<file path="src/pkg/bert_pkg.sv">
/*
  Shared constants of the bit error rate tester: register map, field positions,
  reset values, pattern and mux codes, sync thresholds.
  Assumes a 32-bit AHB-Lite register bus and single-clock line strobes.
*/
package bert_pkg;
  // register byte offsets
  localparam logic [7:0] OFF_MUX_CTRL = 8'h00;
  localparam logic [7:0] OFF_CTRL0 = 8'h04;
  localparam logic [7:0] OFF_PATTERN = 8'h08;
  localparam logic [7:0] OFF_AWC = 8'h0C;
  localparam logic [7:0] OFF_BIT_COUNT = 8'h10;
  localparam logic [7:0] OFF_ERR_COUNT = 8'h14;
  localparam logic [7:0] OFF_STATUS = 8'h18;
  // reset values
  localparam logic [15:0] MUX_CTRL_RESET = 16'h0000;
  localparam logic [15:0] CTRL0_RESET = 16'h0000;
  localparam logic [31:0] PATTERN_RESET = 32'h0000_0000;
  localparam logic [7:0] AWC_RESET = 8'h00;
  // mux control fields
  localparam int RX_SEL_LSB = 0;
  localparam int TX_SEL_LSB = 2;
  localparam int MUX_CTRL_BITS = 4;
  // control 0 fields
  localparam int FORCE_REALIGN_BIT = 0;
  localparam int LATCH_COUNTS_BIT = 1;
  localparam int PATTERN_SEL_LSB = 2;
  localparam int RX_INVERT_BIT = 5;
  localparam int TX_INVERT_BIT = 6;
  localparam int REPEAT_LEN_LSB = 8;
  localparam int OVERFLOW_IE_BIT = 13;
  localparam int BIT_ERROR_IE_BIT = 14;
  localparam int SYNC_CHANGE_IE_BIT = 15;
  localparam logic [15:0] CTRL0_WMASK = 16'hEF7F;
  // status fields
  localparam int ST_IN_SYNC_BIT = 0;
  localparam int ST_BIT_ERROR_BIT = 1;
  localparam int ST_SYNC_CHANGE_BIT = 2;
  localparam int ST_OVERFLOW_BIT = 3;
  // pattern codes
  localparam logic [2:0] PAT_PRBS7 = 3'h0;
  localparam logic [2:0] PAT_PRBS11 = 3'h1;
  localparam logic [2:0] PAT_PRBS15 = 3'h2;
  localparam logic [2:0] PAT_QRSS = 3'h3;
  localparam logic [2:0] PAT_REPEAT = 3'h4;
  localparam logic [2:0] PAT_ALT_WORD = 3'h5;
  // mux select codes
  localparam logic [1:0] SEL_OFF = 2'h0;
  localparam logic [1:0] SEL_ACTIVE_SLOTS = 2'h1;
  localparam logic [1:0] SEL_WHOLE_FRAME = 2'h2;
  // pattern constants and counter widths
  localparam logic [5:0] REPEAT_LEN_BASE = 6'h11;
  localparam logic [3:0] QRSS_ZERO_MAX = 4'hE;
  localparam int ALT_WORD_BITS = 16;
  localparam int BIT_COUNT_BITS = 32;
  localparam int ERR_COUNT_BITS = 24;
  // synchronizer thresholds
  localparam logic [5:0] SYNC_MATCHES = 6'h20;
  localparam logic [5:0] LOSS_WINDOW = 6'h3F;
  localparam logic [2:0] LOSS_ERRORS = 3'h6;
endpackage

</file>
<file path="src/bert.sv">
/*
  Bit error rate tester: AHB-Lite register slave, transmit pattern mux and
  receive checker with synchronizer and counters.
  Assumes line-side bit strobes and active-slot flags are synchronous to hclk.
*/
// Functional notes
// pattern codes: four prbs, repeat, alternating
// qrss 2^20-1, one forced after fourteen zeros
// repetitive pattern of one to 32 bits
// two 16-bit words alternate every 1-256
// 32-bit bit counter, 24-bit error counter
// events: bit error, sync change, overflow
// per-source enables in bits 13-15
// host programs mux before tester runs
// rx select: off, slots, whole frame, illegal
// tx select 01 replaces active slots only
// tx select 10 replaces all bits
// realign rising edge restarts synchronizer
// host toggles realign low then high
// latch rising edge copies and clears counts
// rx invert flips incoming data
// tx invert flips generated data
// length code plus seventeen gives length
// length code ignored for pseudorandom patterns
// short repeats use multiples up to 32
// both counts latched in one cycle
`timescale 1ns/1ps
module bert (
  input wire logic hclk,
  input wire logic hresetn,
  input wire logic hsel,
  input wire logic [7:0] haddr,
  input wire logic [1:0] htrans,
  input wire logic hwrite,
  input wire logic [2:0] hsize,
  input wire logic [31:0] hwdata,
  input wire logic hready,
  output logic hreadyout,
  output logic hresp,
  output logic [31:0] hrdata,
  input wire logic tx_bit_en,
  input wire logic tx_active_slot,
  input wire logic tx_data_in,
  output logic tx_data_out,
  input wire logic rx_bit_en,
  input wire logic rx_active_slot,
  input wire logic rx_data_in,
  output logic irq
);
  typedef enum logic {HUNT, LOCKED} sync_state_t;

  logic [15:0] mux_ctrl_r;
  logic [15:0] ctrl0_r;
  logic [31:0] pattern_r;
  logic [7:0] awc_r;
  logic [1:0] prev_edge_r;
  logic wr_pend_r;
  logic [7:0] wr_addr_r;
  logic [31:0] rdata_r;
  logic tx_out_r;
  logic tx_load_r;
  sync_state_t state_r;
  logic [5:0] match_r;
  logic [5:0] win_r;
  logic [2:0] errs_r;
  logic [31:0] bit_cnt_r;
  logic [23:0] err_cnt_r;
  logic [31:0] bit_latch_r;
  logic [23:0] err_latch_r;
  logic [2:0] sticky_r;

  // bus decode
  wire addr_ok = hsel && hready && htrans[1] && hsize == 3'h2;
  wire rd_req = addr_ok && !hwrite;
  wire wr_mux = wr_pend_r && wr_addr_r == bert_pkg::OFF_MUX_CTRL;
  wire wr_ctrl0 = wr_pend_r && wr_addr_r == bert_pkg::OFF_CTRL0;
  wire wr_pat = wr_pend_r && wr_addr_r == bert_pkg::OFF_PATTERN;
  wire wr_awc = wr_pend_r && wr_addr_r == bert_pkg::OFF_AWC;
  wire wr_stat = wr_pend_r && wr_addr_r == bert_pkg::OFF_STATUS;

  // control fields
  wire [1:0] rx_sel = mux_ctrl_r[bert_pkg::RX_SEL_LSB +: 2];
  wire [1:0] tx_sel = mux_ctrl_r[bert_pkg::TX_SEL_LSB +: 2];
  wire [2:0] pat_sel = ctrl0_r[bert_pkg::PATTERN_SEL_LSB +: 3];
  wire [3:0] len_code = ctrl0_r[bert_pkg::REPEAT_LEN_LSB +: 4];
  wire pat_legal = pat_sel <= bert_pkg::PAT_ALT_WORD;
  wire rx_inv = ctrl0_r[bert_pkg::RX_INVERT_BIT];
  wire tx_inv = ctrl0_r[bert_pkg::TX_INVERT_BIT];
  wire [2:0] irq_en = {ctrl0_r[bert_pkg::SYNC_CHANGE_IE_BIT],
                       ctrl0_r[bert_pkg::BIT_ERROR_IE_BIT],
                       ctrl0_r[bert_pkg::OVERFLOW_IE_BIT]};
  wire realign_rise = ctrl0_r[bert_pkg::FORCE_REALIGN_BIT] && !prev_edge_r[0];
  wire latch_rise = ctrl0_r[bert_pkg::LATCH_COUNTS_BIT] && !prev_edge_r[1];

  // transmit side: 00 passes, 01 active slots, 10 every bit, 11 treated as off
  wire tx_take = pat_legal && ((tx_sel == bert_pkg::SEL_ACTIVE_SLOTS && tx_active_slot)
                 || tx_sel == bert_pkg::SEL_WHOLE_FRAME);
  wire tx_step = tx_bit_en && tx_take;
  wire tx_load = wr_ctrl0 || wr_pat || wr_awc;
  wire tx_gen;

  // receive side: 00 off, 01 active slots, 10 whole frame, 11 treated as off
  wire rx_take = pat_legal && ((rx_sel == bert_pkg::SEL_ACTIVE_SLOTS && rx_active_slot)
                 || rx_sel == bert_pkg::SEL_WHOLE_FRAME);
  wire rx_step = rx_bit_en && rx_take;
  wire rx_bit = rx_data_in ^ rx_inv;
  wire rx_pred;
  wire rx_aligned;
  wire rx_load = realign_rise || wr_ctrl0 || wr_pat || wr_awc;
  wire judged = rx_step && rx_aligned;
  wire mismatch = rx_bit != rx_pred;
  wire locked = state_r == LOCKED;
  wire bit_error = judged && locked && mismatch;

  // synchronizer transitions
  wire gain_sync = !locked && judged && !mismatch && match_r == bert_pkg::SYNC_MATCHES - 6'h1;
  wire lose_sync = bit_error && errs_r == bert_pkg::LOSS_ERRORS - 3'h1;
  // a reload drops lock as well, so it counts as a change
  wire sync_change = locked ? (lose_sync || rx_load) : (gain_sync && !rx_load);
  wire count_bit = judged && locked;
  wire bit_ovf = count_bit && &bit_cnt_r;
  wire err_ovf = bit_error && &err_cnt_r;
  wire [2:0] events = {sync_change, bit_error, bit_ovf || err_ovf};
  wire [2:0] clear_bits = wr_stat ? hwdata[bert_pkg::ST_OVERFLOW_BIT:bert_pkg::ST_BIT_ERROR_BIT]
                          : 3'h0;
  // status bits 3..1 are overflow, sync change, bit error; pack to enable order
  wire [2:0] clr = {clear_bits[1], clear_bits[0], clear_bits[2]};

  // readback mux
  logic [31:0] rd_mux;
  always_comb
  begin
    case (haddr)
      bert_pkg::OFF_MUX_CTRL: rd_mux = {16'h0000, mux_ctrl_r};
      bert_pkg::OFF_CTRL0: rd_mux = {16'h0000, ctrl0_r};
      bert_pkg::OFF_PATTERN: rd_mux = pattern_r;
      bert_pkg::OFF_AWC: rd_mux = {24'h000000, awc_r};
      bert_pkg::OFF_BIT_COUNT: rd_mux = bit_latch_r;
      bert_pkg::OFF_ERR_COUNT: rd_mux = {8'h00, err_latch_r};
      bert_pkg::OFF_STATUS: rd_mux = {28'h0000000, sticky_r[0], sticky_r[2], sticky_r[1], locked};
      default: rd_mux = 32'h0000_0000;
    endcase
  end

  assign hreadyout = 1'b1;
  assign hresp = 1'b0;
  assign hrdata = rdata_r;
  assign tx_data_out = tx_out_r;
  assign irq = |(sticky_r & irq_en);

  pattern_engine u_tx_gen (
    .clk(hclk),
    .rst_n(hresetn),
    .step(tx_step),
    .check(1'b0),
    .load(tx_load_r),
    .mode(pat_sel),
    .len_code(len_code),
    .pattern(pattern_r),
    .awc(awc_r),
    .rx_bit(1'b0),
    .bit_out(tx_gen),
    .aligned()
  );

  pattern_engine u_rx_chk (
    .clk(hclk),
    .rst_n(hresetn),
    .step(rx_step),
    .check(1'b1),
    .load(rx_load),
    .mode(pat_sel),
    .len_code(len_code),
    .pattern(pattern_r),
    .awc(awc_r),
    .rx_bit(rx_bit),
    .bit_out(rx_pred),
    .aligned(rx_aligned)
  );

  // bus slave: zero wait states, read data registered in the address phase
  always_ff @(posedge hclk or negedge hresetn)
  begin
    if (!hresetn)
    begin
      wr_pend_r <= 1'b0;
      wr_addr_r <= 8'h00;
      rdata_r <= 32'h0000_0000;
    end
    else
    begin
      wr_pend_r <= addr_ok && hwrite;
      wr_addr_r <= haddr;
      if (rd_req)
        rdata_r <= rd_mux;
    end
  end

  // software registers
  always_ff @(posedge hclk or negedge hresetn)
  begin
    if (!hresetn)
    begin
      mux_ctrl_r <= bert_pkg::MUX_CTRL_RESET;
      ctrl0_r <= bert_pkg::CTRL0_RESET;
      pattern_r <= bert_pkg::PATTERN_RESET;
      awc_r <= bert_pkg::AWC_RESET;
      prev_edge_r <= 2'h0;
      tx_load_r <= 1'b0;
    end
    else
    begin
      if (wr_mux)
        mux_ctrl_r <= {12'h000, hwdata[bert_pkg::MUX_CTRL_BITS - 1:0]};
      if (wr_ctrl0)
        ctrl0_r <= hwdata[15:0] & bert_pkg::CTRL0_WMASK;
      if (wr_pat)
        pattern_r <= hwdata;
      if (wr_awc)
        awc_r <= hwdata[7:0];
      prev_edge_r <= {ctrl0_r[bert_pkg::LATCH_COUNTS_BIT], ctrl0_r[bert_pkg::FORCE_REALIGN_BIT]};
      // load a cycle late so the generator sees the new mode and pattern
      tx_load_r <= tx_load;
    end
  end

  // transmit data: generated bit when selected, line data otherwise
  always_ff @(posedge hclk or negedge hresetn)
  begin
    if (!hresetn)
      tx_out_r <= 1'b0;
    else if (tx_bit_en)
      tx_out_r <= tx_take ? (tx_gen ^ tx_inv) : tx_data_in;
  end

  // synchronizer: 32 clean bits to lock, 6 errors in 64 bits to drop
  always_ff @(posedge hclk or negedge hresetn)
  begin
    if (!hresetn)
    begin
      state_r <= HUNT;
      match_r <= 6'h00;
      win_r <= 6'h00;
      errs_r <= 3'h0;
    end
    else if (rx_load)
    begin
      state_r <= HUNT;
      match_r <= 6'h00;
      win_r <= 6'h00;
      errs_r <= 3'h0;
    end
    else if (judged)
    begin
      case (state_r)
        HUNT:
        begin
          match_r <= mismatch ? 6'h00 : match_r + 6'h01;
          if (gain_sync)
            state_r <= LOCKED;
          win_r <= 6'h00;
          errs_r <= 3'h0;
        end
        LOCKED:
        begin
          match_r <= 6'h00;
          win_r <= (win_r == bert_pkg::LOSS_WINDOW) ? 6'h00 : win_r + 6'h01;
          if (lose_sync)
            state_r <= HUNT;
          else if (win_r == bert_pkg::LOSS_WINDOW)
            errs_r <= 3'h0;
          else if (bit_error)
            errs_r <= errs_r + 3'h1;
        end
        default: state_r <= HUNT;
      endcase
    end
  end

  // counters: latch both in one cycle and restart, a bit in that cycle is kept
  always_ff @(posedge hclk or negedge hresetn)
  begin
    if (!hresetn)
    begin
      bit_cnt_r <= 32'h0000_0000;
      err_cnt_r <= 24'h000000;
      bit_latch_r <= 32'h0000_0000;
      err_latch_r <= 24'h000000;
    end
    else if (latch_rise)
    begin
      bit_latch_r <= bit_cnt_r;
      err_latch_r <= err_cnt_r;
      bit_cnt_r <= {31'h0, count_bit};
      err_cnt_r <= {23'h0, bit_error};
    end
    else
    begin
      if (count_bit)
        bit_cnt_r <= bit_cnt_r + 32'h1;
      if (bit_error)
        err_cnt_r <= err_cnt_r + 24'h1;
    end
  end

  // sticky events; a new event outranks a clear in the same cycle
  always_ff @(posedge hclk or negedge hresetn)
  begin
    if (!hresetn)
      sticky_r <= 3'h0;
    else
      sticky_r <= (sticky_r & ~clr) | events;
  end
endmodule

</file>
<file path="src/pattern_engine.sv">
/*
  Pattern engine: generates or predicts one bit per step for the pseudorandom,
  repetitive and alternating-word patterns. In check mode it self-synchronises
  from the received bits. Assumes step is a one-cycle bit strobe.
*/
`timescale 1ns/1ps
module pattern_engine (
  input wire logic clk,
  input wire logic rst_n,
  input wire logic step,
  input wire logic check,
  input wire logic load,
  input wire logic [2:0] mode,
  input wire logic [3:0] len_code,
  input wire logic [31:0] pattern,
  input wire logic [7:0] awc,
  input wire logic rx_bit,
  output logic bit_out,
  output logic aligned
);
  logic [31:0] sr_r;
  logic [3:0] zrun_r;
  logic [3:0] idx_r;
  logic [7:0] rep_r;
  logic wsel_r;
  logic algn_r;

  wire [4:0] len_m1 = 5'(len_code) + 5'(bert_pkg::REPEAT_LEN_BASE - 6'h1);
  wire is_prbs = (mode <= bert_pkg::PAT_QRSS);
  wire is_rep = (mode == bert_pkg::PAT_REPEAT);
  wire is_alt = (mode == bert_pkg::PAT_ALT_WORD);
  wire [15:0] word = wsel_r ? pattern[31:16] : pattern[15:0];
  wire force_one = (mode == bert_pkg::PAT_QRSS) && (zrun_r == bert_pkg::QRSS_ZERO_MAX);
  wire alt_bit = word[4'hF - idx_r];
  wire rep_bit = sr_r[len_m1];
  // only the checker hunts; a generator must never cut a word short
  wire hunt_hit = check && !algn_r && ({sr_r[14:0], rx_bit} == pattern[15:0]);
  wire alt_run = !check || algn_r;
  wire word_end = (alt_run && idx_r == 4'hF) || hunt_hit;
  logic fb;


  always_comb
  begin
    case (mode)
      bert_pkg::PAT_PRBS7: fb = sr_r[6] ^ sr_r[5];
      bert_pkg::PAT_PRBS11: fb = sr_r[10] ^ sr_r[8];
      bert_pkg::PAT_PRBS15: fb = sr_r[14] ^ sr_r[13];
      bert_pkg::PAT_QRSS: fb = sr_r[19] ^ sr_r[16];
      default: fb = 1'b0;
    endcase
  end

  wire prbs_bit = force_one | fb;
  assign bit_out = is_prbs ? prbs_bit : (is_rep ? rep_bit : alt_bit);
  assign aligned = !(check && is_alt) || algn_r;

  // forced ones are not part of the lfsr sequence, so the raw bit is shifted in
  wire shift_in = is_prbs ? ((check && !force_one) ? rx_bit : fb) :
                  (is_rep && !check) ? rep_bit : (check ? rx_bit : alt_bit);
  wire emitted = check ? rx_bit : bit_out;

  always_ff @(posedge clk or negedge rst_n)
  begin
    if (!rst_n)
    begin
      sr_r <= 32'hFFFF_FFFF;
      zrun_r <= 4'h0;
      idx_r <= 4'h0;
      rep_r <= 8'h00;
      wsel_r <= 1'b0;
      algn_r <= 1'b0;
    end
    else if (load)
    begin
      sr_r <= (is_rep && !check) ? pattern : 32'hFFFF_FFFF;
      zrun_r <= 4'h0;
      idx_r <= 4'h0;
      rep_r <= 8'h00;
      wsel_r <= 1'b0;
      algn_r <= 1'b0;
    end
    else if (step)
    begin
      sr_r <= {sr_r[30:0], shift_in};
      zrun_r <= (emitted || zrun_r == bert_pkg::QRSS_ZERO_MAX) ? 4'h0 : zrun_r + 4'h1;
      if (is_alt && hunt_hit)
        algn_r <= check;
      if (is_alt && (alt_run || hunt_hit))
        idx_r <= word_end ? 4'h0 : idx_r + 4'h1;
      if (is_alt && word_end)
      begin
        // run length is awc plus one words
        rep_r <= (rep_r == awc) ? 8'h00 : rep_r + 8'h01;
        wsel_r <= (rep_r == awc) ? !wsel_r : wsel_r;
      end
    end
  end
endmodule

</file>
<file path="config.mk">
export PLATFORM = sky130hd
export DESIGN_NAME = bert
export DESIGN_NICKNAME = d
export VERILOG_FILES = /design/src/pkg/bert_pkg.sv /design/src/bert.sv /design/src/pattern_engine.sv
export SDC_FILE = /design/constraint.sdc
export NUM_CORES = 1
export LEC_CHECK = 0
export BUFFER_PORTS_ARGS = -buffer_cell sky130_fd_sc_hd__buf_4
export CAP_MARGIN = 40
export CORE_UTILIZATION = 40
export DETAILED_ROUTE_END_ITERATION = 10
export GPL_TIMING_DRIVEN = 0
export PLACE_DENSITY = 0.55
export REMOVE_ABC_BUFFERS = 1
export SKIP_LAST_GASP = 1
export SLEW_MARGIN = 20
export SYNTH_ARGS = -nofsm -noshare
export SYNTH_HDL_FRONTEND = slang
export SYNTH_SLANG_ARGS = --single-unit
</file>
<file path="constraint.sdc">
create_clock -name hclk -period 2.5 [get_ports hclk]
set_clock_uncertainty 0.1 [all_clocks]
set_input_delay 0.125 -clock hclk [delete_from_list [all_inputs] [get_ports hclk]]
set_output_delay 0.125 -clock hclk [all_outputs]
set_load 0.005 [all_outputs]
</file>
==> flow_metrics.tcl <==
set metrics [dict create \
    clk_pin_slew_worst_paths_ns 0.06 \
    crit_family "compound AO/OA/AOI/OAI gates" \
    coreArea_um2 40900 \
    drt_iter0_drc 899 \
    slowest_stage "dfrtp_2" \
    synth_most_common_cell "nand2_1" \
    via_per_inst 5.57 \
    r2r_slack_ns -0.60 \
    dieArea_um2 42500 \
    period_needed_ns 3.10 \
    synth_area_um2 16700 \
    synth_ff_type "dfrtp_1" \
    timing.rr.start "ctrl0_r[10]$_DFFE_PN0P_" \
    netlist-cell-type-count 78 \
    numCtsBuffers 39 \
    hold_viol_final 0 \
    ant_nets 0 \
    die_x_um 206 \
    setup-violations-final 50 \
    worstReg2RegEnd "err_cnt_r[10]$_DFFE_PN0P_" \
    layout-drive-gt1-share_pct 26.6 \
    synthCells 1717 \
    ys_ff_latch 333 \
    detail_route.wl_per_cell_um 20.3 \
    cts_root_buffer "clkbuf_16" \
    totalWireLength_mm 50.0 \
    status "finished with violations" \
    clk_latency_ns 0.56 \
    die_y_um 206 \
    total_power_mw 13.2 \
    hpwlAfterDp_mm 31.6 \
    synth_area_per_cell_um2 9.70 \
    finalMaxSlewViolations 0 \
    layout_setup_ws_ns -0.602 \
    post-route-period-util_pct 124 \
    overflow 0 \
    critPathMaxStageDelay_ns 0.50 \
    clock_sinks 333 \
    grt_use_total_pct 23.8 \
    async_flop_share_pct 100 \
    grt_pass1_vias 13300 \
    synth_top_area_share_pct 40.4 \
    cp_max_fo 8 \
    drc 0 \
    clock_path_buffers 3 \
    synth_common_cells "337 x nand2_1, 269 x dfrtp_1, 156 x nor2_1" \
    violations "negative setup slack" \
    rows 74 \
    dr.pass1.iters 5 \
    powerDensity_nw_per_um2 627 \
    area_growth_syn_to_layout_pct 26.6 \
    diodes 0 \
    synth_top_cell_by_area "dfrtp_1" \
    reg2reg_depth 11 \
    io_pins 92 \
    cts_max_level 2 \
    hold_ws_ns 0.0341 \
    start_kind "register" \
    synth_warnings 0 \
    vias 13700 \
    crit_arrival_ns 3.49 \
    yosysSeqAreaShare_pct 50.5 \
    grt_antenna_before_repair 0 \
    worst-path-buf-inv 3 \
    synth_edf_count 0 \
    endpoint_kind "register" \
    grt_pass1_wl_mm 77.8 \
    rsz0062_at_grt "yes" \
    synth_area_leaders "dfrtp_1 40%, dfstp_2 10%, nand2_1 7.6%, mux2_2 4.1%, nor2_1 3.5%" \
    leakagePower_nw 9.37 \
    critical_path_class "reg2reg" \
    gp_congestion 0.834 \
    grt_max_degree 97 \
    tritoncts "done" \
    start_util_pct 40.7 \
    portBuffers 88 \
    ir_worst_vdd_uv 454 \
    relSlewSlack_pct 44.5 \
    fmax_mhz 322 \
    cpMostUsedCell "buf_6" \
    max_cap_violations 0 \
    worstPathRequired_ns 2.89 \
    path_cells "mux2_1 > o221a_2 > o21bai_1 > a31oi_2 > o311ai_4 > buf_6 > buf_12 > nand4_4 > buf_6 > or3_1 > a21oi_2" \
    num-nets-final 1968 \
    tightest_slew_ns 0.830 \
    min-delay-path-class "in2async" \
]
==> per-stage QoR <==
stage	util [%]	cells	setup WS, ns	cell area (um^2)	setup TNS [ns]
floorplan	-	1618	-1.58	16200	-225.86
global placement	42.9	2238	-3.61	17500	-1275.45
detailed placement	44.0	2259	-1.62	18000	-97.83
CTS	50.3	2436	-0.658	20600	-27.08
global route	51.5	2461	-0.704	21100	-26.35
finish	51.5	2461	-0.602	21100	-20.08
==> cell type report <==
type | instances | area, um^2
clock buffer | 64 | 1200
timing repair buffer | 232 | 2240
fill | 3722 | 19800
sequential | 333 | 8450
tap | 532 | 666
clock inverter | 8 | 80.1
multi-input combinational | 1265 | 8340
inverter | 27 | 105
==> cells in the final DEF, fill, tap and decap left out, drive strengths merged, types with 36 or more instances in the layout <==
master       count
dlygate4sd3     46
xor2            43
buf            186
a21oi           89
mux2            65
a22oi           39
o21ai           92
clkbuf          64
dfrtp          269
nand3           69
nor2           158
nand2          338
dfstp           64
xnor2           36
==> metal layers <==
layer / vias up / wire (um) / track usage, %
li1: 6409 / - / -
met3: 79 / 2030 / 2.95
met2: 346 / 24000 / 38.5
met5: - / 0 / 0
met4: 0 / 1320 / 7.14
met1: 6875 / 22700 / 33.4
==> worst max-delay path by stage <==
stage / startpoint / to / slack, ns / cells past startpoint
5_1_grt: u_rx_chk.wsel_r$_DFFE_PN0P_ / err_cnt_r[6]$_DFFE_PN0P_ / -0.70 / 11
2_1_floorplan: ctrl0_r[1]$_DFFE_PN0P_ / err_cnt_r[3]$_DFFE_PN0P_ / -1.58 / 3
3_5_place_dp: u_rx_chk.wsel_r$_DFFE_PN0P_ / err_cnt_r[23]$_DFFE_PN0P_ / -1.62 / 8
3_3_place_gp: ctrl0_r[1]$_DFFE_PN0P_ / err_cnt_r[3]$_DFFE_PN0P_ / -3.61 / 3
6_report: ctrl0_r[10]$_DFFE_PN0P_ / err_cnt_r[10]$_DFFE_PN0P_ / -0.60 / 11
4_1_cts: u_rx_chk.wsel_r$_DFFE_PN0P_ / err_cnt_r[18]$_DFFE_PN0P_ / -0.66 / 11
==> where the power goes <==
| part | switching, mW | leakage, nW | total (mW) | internal (mW) |
|---|---|---|---|---|
| Combinational | 0.760 | 4.45 | 1.48 | 0.721 |
| Sequential | 0.276 | 4.28 | 6.04 | 5.76 |
| Clock | 2.30 | 0.632 | 5.69 | 3.39 |
| Total | 3.34 | 9.37 | 13.2 | 9.87 |
==> registers in the layout (all words and copies together), names as in the netlist, 6 cells and up <==
name,cells
win_r,6
ctrl0_r,14
hrdata,32
bit_cnt_r,32
u_tx_gen.rep_r,8
match_r,6
u_rx_chk.sr_r,32
bit_latch_r,32
err_latch_r,24
wr_addr_r,8
u_tx_gen.sr_r,32
err_cnt_r,24
pattern_r,32
u_rx_chk.rep_r,8
awc_r,8
==> cell families (layout without fill, tap and decap cells) <==
logic type	count (synthesis)	count (layout)	synth area share [%]
flip-flops	333	333	50.5
AO/OA/AOI/OAI	320	322	11.9
adder cells (fa/ha/maj)	14	14	1.05
buffers and inverters	126	331	3.20
XOR/XNOR	79	79	4.20
multiplexers	113	113	9.01
other	2	2	0.0451
AND/OR/NAND/NOR	730	735	20.0
==> worst reg2reg max path: cells and delay by family, from the launching register on <==
family	cells	cell delay (ns)
AO/OA/AOI/OAI	5	1.02
AND/OR/NAND/NOR	2	0.52
flip-flops	1	0.50
buffers and inverters	3	0.50
multiplexers	1	0.39
==> timing repair <==
item                                    in CTS  in global routing
pin swaps                                   42                 40
endpoints found under the hold margin      223                  0
setup buffers                               56                 28
endpoints found under the setup margin     159                123
hold buffers                                47                  0
resized for setup                           88                 65
cloned                                       4                  3
Note: power is estimated with default switching activity, not from simulation.
